[config.mk]
export PLATFORM = sky130hd
export DESIGN_NAME = psr_readback
export DESIGN_NICKNAME = d
export VERILOG_FILES = /design/src/psr_pkg.sv /design/src/psr_sync.sv /design/src/psr_readback.sv
export SDC_FILE = /design/constraint.sdc
export NUM_CORES = 1
export LEC_CHECK = 0
export CAP_MARGIN = 20
export CELL_PAD_IN_SITES_DETAIL_PLACEMENT = 0
export CELL_PAD_IN_SITES_GLOBAL_PLACEMENT = 1
export CORE_ASPECT_RATIO = 1.5
export CORE_MARGIN = 4
export CORE_UTILIZATION = 40
export DETAILED_ROUTE_END_ITERATION = 7
export DONT_BUFFER_PORTS = 1
export HOLD_SLACK_MARGIN = 0.03
export PLACE_DENSITY_LB_ADDON = 0.1
export SYNTH_ARGS = -nofsm -noshare
export SYNTH_HDL_FRONTEND = slang
export SYNTH_SLANG_ARGS = --single-unit
[constraint.sdc]
create_clock -name core_clk -period 1.87 [get_ports core_clk]
set_clock_uncertainty 0.15 [all_clocks]
set_input_delay 0 -clock core_clk [delete_from_list [all_inputs] [get_ports core_clk]]
set_output_delay 0 -clock core_clk [all_outputs]
set_load 0.005 [all_outputs]
[src/psr_pkg.sv]
// Purpose: shared constants for the loop status readback block
// Assumes: 8-bit registers behind a 24-bit serial configuration frame
// Notes:   offsets are register addresses carried in the frame header
package psr_pkg;

  // serial frame layout: one direction bit, address, then one data byte
  localparam int unsigned PSR_ADDR_BITS   = 15;  // address field width
  localparam int unsigned PSR_HDR_BITS    = 16;  // direction bit plus address
  localparam int unsigned PSR_FRAME_BITS  = 24;  // header plus data byte
  localparam int unsigned PSR_SYNC_STAGES = 2;   // flops before any logic reads a pin

  // bit counter values that mark frame boundaries
  localparam logic [4:0] PSR_CNT_HDR_LAST = 5'h0F;  // last header bit index
  localparam logic [4:0] PSR_CNT_DATA_END = 5'h18;  // count after the last data bit
  localparam logic [4:0] PSR_CNT_RESET    = 5'h00;  // counter after reset

  // register offsets
  localparam logic [14:0] PSR_OFS_REF_LOOP_STATE  = 15'h0082;
  localparam logic [14:0] PSR_OFS_DAC_AVERAGE     = 15'h0083;
  localparam logic [14:0] PSR_OFS_DAC_CURRENT     = 15'h0084;
  localparam logic [14:0] PSR_OFS_REF_LOOP_FLAGS  = 15'h0085;
  localparam logic [14:0] PSR_OFS_EXIT_PHASE      = 15'h0086;
  localparam logic [14:0] PSR_OFS_REF_LOOP_SPARE  = 15'h0087;
  localparam logic [14:0] PSR_OFS_CAP_BANK        = 15'h008C;
  localparam logic [14:0] PSR_OFS_ERROR_LOW       = 15'h008D;
  localparam logic [14:0] PSR_OFS_STATUS_ERR_HIGH = 15'h008E;

  // field positions
  localparam int unsigned PSR_POS_STATE     = 0;  // ref_loop_state [2:0]
  localparam int unsigned PSR_POS_ACTIVE    = 3;  // ref_loop_state [4:3]
  localparam int unsigned PSR_POS_PREFERRED = 5;  // ref_loop_state [6:5]
  localparam int unsigned PSR_POS_COMPARE   = 7;  // holdover_dac_current [7]
  localparam int unsigned PSR_POS_LOS       = 3;  // ref_loop_flags [3]
  localparam int unsigned PSR_POS_FASTER    = 2;  // ref_loop_flags [2]
  localparam int unsigned PSR_POS_ADC_MOVE  = 1;  // ref_loop_flags [1]
  localparam int unsigned PSR_POS_ADC_RANGE = 0;  // ref_loop_flags [0]
  localparam int unsigned PSR_POS_EXIT      = 3;  // holdover_exit_phase [4:3]
  localparam int unsigned PSR_POS_AT_BUSY   = 7;  // status_error_high [7]
  localparam int unsigned PSR_POS_ERR_SIGN  = 6;  // status_error_high [6]

  // reference loop state encodings
  localparam logic [2:0] PSR_REF_RESET     = 3'h0;
  localparam logic [2:0] PSR_REF_ACQUIRE   = 3'h1;
  localparam logic [2:0] PSR_REF_LOCKED    = 3'h2;
  localparam logic [2:0] PSR_REF_INVALID   = 3'h3;
  localparam logic [2:0] PSR_REF_HOLDOVER  = 3'h4;
  localparam logic [2:0] PSR_REF_DAC_EXIT  = 3'h5;

  // values after reset
  localparam logic [7:0] PSR_CAP_BANK_RESET = 8'h00;
  localparam logic [7:0] PSR_READ_NONE      = 8'h00;  // unmapped or reserved

  // serial frame sequencer, one-hot
  typedef enum logic [3:0] {
    psr_idle   = 4'b0001,  // chip select high, pin released
    psr_header = 4'b0010,  // shifting direction and address
    psr_data   = 4'b0100,  // data byte phase
    psr_hold   = 4'b1000   // frame complete, wait for deselect
  } psr_phase_type;

endpackage

[src/psr_sync.sv]
// Purpose: two-flop synchroniser for a group of level signals
// Assumes: each bit is a slow level; no word coherency is promised
// Notes:   first stage feeds only the second stage
`timescale 1ns/1ps
module psr_sync #(
  parameter int unsigned WIDTH = 1
) (
  input  wire logic             core_clk,
  input  wire logic             rst,
  input  wire logic [WIDTH-1:0] async_in,
  output logic      [WIDTH-1:0] sync_out
);

  // metastability catcher, read only by the second stage
  logic [WIDTH-1:0] meta;

  // both stages clear synchronously with the block
  always_ff @(posedge core_clk)
  begin
    if (rst)
    begin
      meta     <= '0;
      sync_out <= '0;
    end
    else
    begin
      meta     <= async_in;
      sync_out <= meta;
    end
  end

endmodule

[src/psr_readback.sv]
// Purpose: read-only status bank for the dual-loop jitter attenuator
// Assumes: serial configuration pins sampled by core_clk (50 MHz)
// Notes:   serial clock must stay at or below core_clk / 10
//          status is read live, so a value spanning two registers may tear
`timescale 1ns/1ps
module psr_readback (
  input  wire logic       core_clk,                  // block clock, 50 MHz
  input  wire logic       rst,                       // synchronous, active high
  input  wire logic       spi_sclk,                  // serial clock pin
  input  wire logic       spi_cs_n,                  // chip select pin, active low
  input  wire logic       sdio_in,                   // data pin, input side
  output logic            sdio_out,                  // data pin, output side
  output logic            sdio_oe_n,                 // data pin enable, low drives
  input  wire logic [2:0] reference_loop_state,      // reference loop state machine
  input  wire logic [1:0] preferred_reference,       // priority encoder choice
  input  wire logic [1:0] active_reference,          // input now in use
  input  wire logic [6:0] dac_average,               // averaged holdover DAC code
  input  wire logic [6:0] dac_current,               // present holdover DAC code
  input  wire logic       dac_compare,               // DAC vs tuning voltage
  input  wire logic       active_loss_of_signal,     // active input lost
  input  wire logic       reference_faster,          // some input beats oscillator
  input  wire logic       adc_moving,                // tuning voltage moving fast
  input  wire logic       adc_out_of_range,          // tuning voltage out of range
  input  wire logic [1:0] exit_phase,                // holdover exit phase
  input  wire logic       autotune_busy,             // oscillator loop autotune busy
  input  wire logic [7:0] autotune_cap,              // capacitor bank being chosen
  input  wire logic [13:0] autotune_error,           // error magnitude count
  input  wire logic       autotune_error_negative    // error sign
);

  // width of the status bundle crossing into this domain
  localparam int unsigned STATUS_BITS = 52;
  // synchroniser depth as a settle count, cut to the counter's width
  localparam logic [1:0] SETTLE_DONE = 2'(psr_pkg::PSR_SYNC_STAGES);

  // whole state of the block
  typedef struct packed {
    psr_pkg::psr_phase_type phase;      // frame sequencer
    logic                   sclk_prev;  // serial clock one sample ago
    logic [4:0]             bit_cnt;    // bits seen in this frame
    logic [14:0]            hdr;        // header bits shifted so far
    logic                   rd;         // frame is a read
    logic [7:0]             tx;         // outgoing byte
    logic                   sdo;        // data pin value
    logic                   oe_n;       // data pin enable, low drives
    logic                   busy_prev;  // autotune busy one cycle ago
    logic [7:0]             cap_bank;   // captured capacitor bank
    logic [1:0]             settle;     // cycles since reset, stops at settle count
  } psr_state_type;

  // register and its next value
  psr_state_type q;
  psr_state_type next_q;

  // synchronised pins
  logic [2:0] pins_raw;   // sclk, cs_n, sdio as they arrive
  logic [2:0] pins_sync;  // same after two flops
  logic       sclk_s;     // synced serial clock
  logic       cs_n_s;     // synced chip select
  logic       sdi_s;      // synced data in

  // synchronised status bundle
  logic [STATUS_BITS-1:0] status_raw;   // loop signals as they arrive
  logic [STATUS_BITS-1:0] status_sync;  // same after two flops

  // unpacked synced status
  logic [2:0]  s_state;     // reference loop state
  logic [1:0]  s_pref;      // preferred reference
  logic [1:0]  s_active;    // active reference
  logic [6:0]  s_dac_avg;   // averaged DAC code
  logic [6:0]  s_dac_cur;   // current DAC code
  logic        s_compare;   // comparator
  logic        s_los;       // active input lost
  logic        s_faster;    // input faster than oscillator
  logic        s_adc_move;  // ADC sees fast tuning voltage
  logic        s_adc_range; // ADC input out of range
  logic [1:0]  s_exit;      // exit phase
  logic        s_busy;      // autotune busy
  logic [7:0]  s_cap;       // live capacitor bank
  logic [13:0] s_err;       // error magnitude
  logic        s_sign;      // error sign

  // frame decode helpers
  logic [15:0] hdr_full;   // complete header once the last bit lands
  logic [14:0] rd_addr;    // register address of the frame
  logic [7:0]  read_data;  // byte selected by the address
  logic        rise;       // serial clock rising edge seen
  logic        fall;       // serial clock falling edge seen
  logic        settled;    // synchronisers hold real pin samples

  // pins come from outside this clock domain
  assign pins_raw = {spi_sclk, spi_cs_n, sdio_in};

  // pin synchroniser
  psr_sync #(
    .WIDTH    (3)
  ) u_pin_sync (
    .core_clk (core_clk),
    .rst      (rst),
    .async_in (pins_raw),
    .sync_out (pins_sync)
  );

  assign sclk_s = pins_sync[2];
  assign cs_n_s = pins_sync[1];
  assign sdi_s  = pins_sync[0];

  // loop state machines run on their own clocks, so every bit is synced
  assign status_raw = {reference_loop_state, preferred_reference, active_reference,
                       dac_average, dac_current, dac_compare, active_loss_of_signal,
                       reference_faster, adc_moving, adc_out_of_range, exit_phase,
                       autotune_busy, autotune_cap, autotune_error,
                       autotune_error_negative};

  // status synchroniser; multi-bit fields may tear for one sample
  psr_sync #(
    .WIDTH    (STATUS_BITS)
  ) u_status_sync (
    .core_clk (core_clk),
    .rst      (rst),
    .async_in (status_raw),
    .sync_out (status_sync)
  );

  assign {s_state, s_pref, s_active, s_dac_avg, s_dac_cur, s_compare, s_los,
          s_faster, s_adc_move, s_adc_range, s_exit, s_busy, s_cap, s_err,
          s_sign} = status_sync;

  // serial clock edges from synced samples only
  assign rise = sclk_s & ~q.sclk_prev;
  assign fall = ~sclk_s & q.sclk_prev;

  // the pin synchroniser clears to zero, which reads as chip select low;
  // frames are refused until both stages hold real pin samples
  assign settled = (q.settle == SETTLE_DONE);

  // header as it stands once the sixteenth bit is shifted in
  assign hdr_full = {q.hdr, sdi_s};
  assign rd_addr  = hdr_full[14:0];

  // read mux: live synced status and the captured bank, reserved bits zero
  always_comb
  begin
    read_data = psr_pkg::PSR_READ_NONE;
    // reserved bits stay zero unless a branch fills them
    case (rd_addr)
      // state code and both reference indices
      psr_pkg::PSR_OFS_REF_LOOP_STATE:
      begin
        read_data[psr_pkg::PSR_POS_STATE +: 3]     = s_state;
        read_data[psr_pkg::PSR_POS_PREFERRED +: 2] = s_pref;
        read_data[psr_pkg::PSR_POS_ACTIVE +: 2]    = s_active;
      end
      // averaged holdover DAC code, bit 7 reserved
      psr_pkg::PSR_OFS_DAC_AVERAGE:
      begin
        read_data[6:0] = s_dac_avg;
      end
      // present DAC code with the comparator on top
      psr_pkg::PSR_OFS_DAC_CURRENT:
      begin
        read_data[6:0]                       = s_dac_cur;
        read_data[psr_pkg::PSR_POS_COMPARE]  = s_compare;
      end
      // four live loop flags in the low nibble
      psr_pkg::PSR_OFS_REF_LOOP_FLAGS:
      begin
        read_data[psr_pkg::PSR_POS_LOS]       = s_los;
        read_data[psr_pkg::PSR_POS_FASTER]    = s_faster;
        read_data[psr_pkg::PSR_POS_ADC_MOVE]  = s_adc_move;
        read_data[psr_pkg::PSR_POS_ADC_RANGE] = s_adc_range;
      end
      // exit phase in the middle, the rest reserved
      psr_pkg::PSR_OFS_EXIT_PHASE:
      begin
        read_data[psr_pkg::PSR_POS_EXIT +: 2] = s_exit;
      end
      // whole register reserved
      psr_pkg::PSR_OFS_REF_LOOP_SPARE:
      begin
        read_data = psr_pkg::PSR_READ_NONE;
      end
      // captured bank, not the live search value
      psr_pkg::PSR_OFS_CAP_BANK:
      begin
        read_data = q.cap_bank;
      end
      // low byte of the error count
      psr_pkg::PSR_OFS_ERROR_LOW:
      begin
        read_data = s_err[7:0];
      end
      // busy, sign and upper six error bits
      psr_pkg::PSR_OFS_STATUS_ERR_HIGH:
      begin
        read_data[5:0]                       = s_err[13:8];
        read_data[psr_pkg::PSR_POS_ERR_SIGN] = s_sign;
        read_data[psr_pkg::PSR_POS_AT_BUSY]  = s_busy;
      end
      default:
      begin
        // unmapped addresses answer zero
        read_data = psr_pkg::PSR_READ_NONE;
      end
    endcase
  end

  // next-state logic for the whole block
  always_comb
  begin
    next_q           = q;
    next_q.sclk_prev = sclk_s;
    next_q.busy_prev = s_busy;

    // count out the synchroniser flush after reset
    if (!settled)
    begin
      next_q.settle = q.settle + 2'h1;
    end

    // capture the bank only on busy falling, so a read never sees it mid-search
    if (q.busy_prev && !s_busy)
    begin
      next_q.cap_bank = s_cap;
    end

    if (cs_n_s || !settled)
    begin
      // deselect aborts any frame and frees the pin
      // also taken while the synchronisers still flush after reset
      next_q.phase   = psr_pkg::psr_idle;
      next_q.bit_cnt = psr_pkg::PSR_CNT_RESET;
      next_q.rd      = 1'b0;
      next_q.oe_n    = 1'b1;
      next_q.sdo     = 1'b0;
    end
    else
    begin
      // frame phases while selected
      case (q.phase)
        psr_pkg::psr_idle:
        begin
          // new frame starts with chip select low
          next_q.phase   = psr_pkg::psr_header;
          next_q.bit_cnt = psr_pkg::PSR_CNT_RESET;
        end
        psr_pkg::psr_header:
        begin
          // header bits are sampled on the serial clock rising edge
          if (rise)
          begin
            next_q.hdr     = hdr_full[14:0];
            next_q.bit_cnt = q.bit_cnt + 5'h01;
            if (q.bit_cnt == psr_pkg::PSR_CNT_HDR_LAST)
            begin
              // direction bit set means read; value is taken live here
              next_q.rd    = hdr_full[15];
              next_q.tx    = read_data;
              next_q.phase = psr_pkg::psr_data;
            end
          end
        end
        psr_pkg::psr_data:
        begin
          // reads shift out on falling edges so the host samples on rising
          if (fall && q.rd)
          begin
            next_q.sdo  = q.tx[7];
            next_q.tx   = {q.tx[6:0], 1'b0};
            next_q.oe_n = 1'b0;
          end
          // write data is clocked through and discarded
          if (rise)
          begin
            next_q.bit_cnt = q.bit_cnt + 5'h01;
            if (q.bit_cnt == psr_pkg::PSR_CNT_DATA_END - 5'h01)
            begin
              next_q.phase = psr_pkg::psr_hold;
            end
          end
        end
        psr_pkg::psr_hold:
        begin
          // last bit held until the falling edge after it was sampled
          if (fall)
          begin
            next_q.oe_n = 1'b1;
            next_q.sdo  = 1'b0;
          end
        end
        default:
        begin
          // illegal code: recover to idle with the pin released
          next_q.phase = psr_pkg::psr_idle;
          next_q.oe_n  = 1'b1;
          next_q.sdo   = 1'b0;
        end
      endcase
    end
  end

  // single state register, synchronous reset
  always_ff @(posedge core_clk)
  begin
    if (rst)
    begin
      q.phase     <= psr_pkg::psr_idle;
      q.sclk_prev <= 1'b0;
      q.bit_cnt   <= psr_pkg::PSR_CNT_RESET;
      q.hdr       <= '0;
      q.rd        <= 1'b0;
      q.tx        <= psr_pkg::PSR_READ_NONE;
      q.sdo       <= 1'b0;
      q.oe_n      <= 1'b1;
      q.busy_prev <= 1'b0;
      q.cap_bank  <= psr_pkg::PSR_CAP_BANK_RESET;
      q.settle    <= 2'h0;
    end
    else
    begin
      // whole struct moves at once
      q <= next_q;
    end
  end

  // pin outputs straight from flops
  assign sdio_out  = q.sdo;
  assign sdio_oe_n = q.oe_n;

endmodule

==> reports/results.md <==
Run status
* complete, but fails checks — status
* negative setup slack — violated checks

Critical path
* sky130_fd_sc_hd__ha_4 — cell repeated most along the worst path
* q[17] — timing endpoint of the critical path
* -0.17 ns — Worst R2R Setup Slack
* q[37] — reg-to-reg critical path startpoint
* 2.04 ns — critical path data required time
* q[37] — start point of the critical path
* register — capturing element type of the critical path
* register — startpoint type of the worst setup path
* ha_4, and3_4, ha_4, nand3b_1, buf_4, nor3_4, nand4bb_1, a311oi_2 — cells traversed along the worst timing path
* 5 — peak fanout along the critical path
* 2.21 ns — Crit path arrival time
* reg2reg — category of the critical setup timing path
* sky130_fd_sc_hd__dfxtp_2 — slowest library cell on the worst path
* 0.35 ns — max incr delay on CP
* 8 — number of cell instances on the worst register-to-register path
* q[17] — capture point of the worst reg-to-reg path

STA
* 8 — setup-violating endpoint count in the final report
* 0.491 GHz — highest achievable clock rate
* 0 — final hold vios
* 109% — period utilization
* 0 — Final Max Slew Viols
* -0.169 ns — post-route worst setup slack
* 2.04 ns — shortest period the worst path allows
* -0.580 ns — Fin Setup TNS
* 0.0496 ns — Hold WS
* 70.5% — max_slew headroom
* true — unrepaired setup endpoints after global routing
* 0.441 ns — actual slew at the worst max-slew pin

Synth
* 157 — register bit count reported by yosys
* 0% — proportion of register bits with asynchronous set or reset after synthesis
* 543 — cell count after synthesis
* sky130_fd_sc_hd__dfxtp_1 (56%), sky130_fd_sc_hd__nor2b_1 (14%), sky130_fd_sc_hd__mux2i_1 (4.0%) — top area cells in the synthesized netlist
* 0 — EDFF count, synth
* 10.2 um2 — average cell area after synthesis
* 5560 um2 — summed instance area of the synthesized netlist
* 56.5% — Yosys top cell area share
* 603 — syn_nets
* 56.5% — sequential area share after synthesis
* 0 — Yosys warning count
* sky130_fd_sc_hd__dfxtp_1 — Top FF cell, synth
* sky130_fd_sc_hd__dfxtp_1 — library cell occupying the most area in the post-synthesis netlist
* 51 — count of different cell masters after synthesis

Power and ir drop
* 0.00321 uW — leakage power total
* 0.548 mV — VDD IR max
* 938 nW/um2 — pwr/cell area

Clock tree
* 2 — deepest clock path buffer count
* 157 — TritonCTS sink count
* 0.41 ns — insertion delay to the later sink of the worst-skew pair
* sky130_fd_sc_hd__clkbuf_16 — root buffer cell
* 4 — Clock H-tree levels
* 17 — clock buffer count from CTS
* done — clock tree from TritonCTS
* 0.06 ns — Clk pin slew, worst setup/hold paths

Routing
* 4196 — vias post-DR
* 12600 um — total routed wirelength
* 0 — post-route ant nets
* 0 — DRC viols
* 164 — first-iteration detailed-routing DRC count
* 4.88 — vias per cell
* 6 — Pre-Repair DR Iteration Count
* 14.7 um — routed wire length per instance

Floorplan
* 152 um — DIE HEIGHT
* 15900 um2 — die outline area
* 59 — number of top-level design ports
* 104 um — die extent in x
* 40.9% — effective utilization at floorplan
* 13600 um2 — core area
* 52 — number of rows created at floorplan

Final layout
* 860 — number of cells in the finished layout apart from fillers
* sky130_fd_sc_hd__dfxtp_1 (154), sky130_fd_sc_hd__nor2b_1 (124), sky130_fd_sc_hd__dlygate4sd3_1 (104) — highest-count cells in the layout ignoring fill and taps
* 39.2% — area added between synthesis and finish
* 16.3% — share of final-layout standard cells stronger than drive strength 1
* sky130_fd_sc_hd__dfxtp_1 — most common library cell in the layout ignoring fill and taps
* 745 — Final Net Count
* 0 — Antenna Cells
* 56.9% — post-layout util

GRT
* 0 — remaining global-route overflow
* 21200 um — global-route wire length before repair
* 0 — initial antenna violation count
* 96 — maximum number of pins on one net before global-route repair
* 16.8% — total track usage
* 4418 — number of global-route vias before repair

Hold path
* in2reg — classification of the worst-slack hold path

Placed design
* 0 — number of port buffers
* 718 — post-placement cell count
* 8310 um — HPWL after detailed placement
* 0.831 — placer congestion estimate

Flow run
* 0 — MaxCap Viol Count

[layer usage]
layer / wire length, um / GRT usage (%) / vias up
met5: 0 / 0 / -
met4: 482 / 8.49 / 0
met3: 331 / 3.22 / 29
met2: 6970 / 31.0 / 79
met1: 4860 / 17.8 / 1973
li1: - / - / 2115
[synth_stat cells, types with 6 or more instances]
cell	count
sky130_fd_sc_hd__nor2_1	46
sky130_fd_sc_hd__a32oi_1	9
sky130_fd_sc_hd__o21ai_0	14
sky130_fd_sc_hd__a21oi_1	15
sky130_fd_sc_hd__clkbuf_1	18
sky130_fd_sc_hd__nand2_1	25
sky130_fd_sc_hd__nand3_1	10
sky130_fd_sc_hd__mux2_2	8
sky130_fd_sc_hd__nor2b_1	124
sky130_fd_sc_hd__dfxtp_1	157
sky130_fd_sc_hd__mux2i_1	22
sky130_fd_sc_hd__inv_1	7
sky130_fd_sc_hd__buf_2	6
sky130_fd_sc_hd__a22oi_1	7
[where the power goes]
| part | switching (uW) | total, uW | leakage [uW] | internal, uW |
|---|---|---|---|---|
| Combinational | 241 | 589 | 0.00166 | 348 |
| Clock | 1390 | 3120 | 0.000263 | 1730 |
| Sequential | 59.5 | 3550 | 0.00129 | 3490 |
[critical path, delay by kind of cell, from the launching register on]
family / cells / cell delay, ns
AO/OA/AOI/OAI: 1 / 0.27
adder cells (fa/ha/maj): 2 / 0.25
buffers and inverters: 1 / 0.20
flip-flops: 1 / 0.35
AND/OR/NAND/NOR: 4 / 0.74
[sequential cells by signal (all words and copies together) (netlist names)]
| signal | flops |
|---|---|
| u_status_sync.meta | 52 |
| u_pin_sync.meta | 3 |
| u_status_sync.sync_out | 52 |
| hdr_full | 15 |
| u_pin_sync.sync_out | 3 |
| q | 30 |
| sdio_oe_n | 1 |
| sdio_out | 1 |
[worst min-delay path by stage]
stage | cells past startpoint | end | start | slack [ns]
final | 2 | u_status_sync.meta[46] | rst | 0.05
after global routing | 2 | u_status_sync.meta[46] | rst | 0.03
after CTS | 2 | u_status_sync.sync_out[37] | rst | 0.03
after detailed placement | 1 | u_status_sync.meta[44] | rst | -0.07
after global placement | 1 | u_status_sync.meta[44] | rst | -0.07
after floorplan | 2 | q[43] | rst | -0.04
[cells by family after synthesis]
family,count (synthesis),share of synthesized area [%]
DFF,157,56.5
muxes,30,5.58
adders and majority gates,3,0.675
buffers and inverters,38,3.24
xor gates and xnor gates,5,0.787
AOI/OAI and AO/OA,68,8.41
and+or+nand+nor,242,24.8
[repair_timing]
item,in CTS,in global routing
cloned,1,1
setup buffers,1,2
hold buffers,105,0
setup endpoints to repair,8,27
gates resized for setup,18,11
pin swaps,12,11
endpoints found under the hold margin,157,0
[metrics by stage]
step	cell area [um2]	power, uW	setup slack (ns)
after global routing	7740	7610	-0.255
final	7740	7260	-0.169
after detailed placement	5990	4010	-0.221
after CTS	7670	7350	-0.158
after floorplan	5570	3920	0.00626
after global placement	5990	3990	-0.122
[cell type report]
type                       instances  area [um2]
clock buffer                      19         433
clock inverter                    13         105
fill                            1196        5850
inverter                           7        26.3
multi-input combinational        349        2340
sequential                       157        3150
tap                              162         203
timing repair buffer             153        1490
No activity file was read; power rests on OpenSTA's default activity.
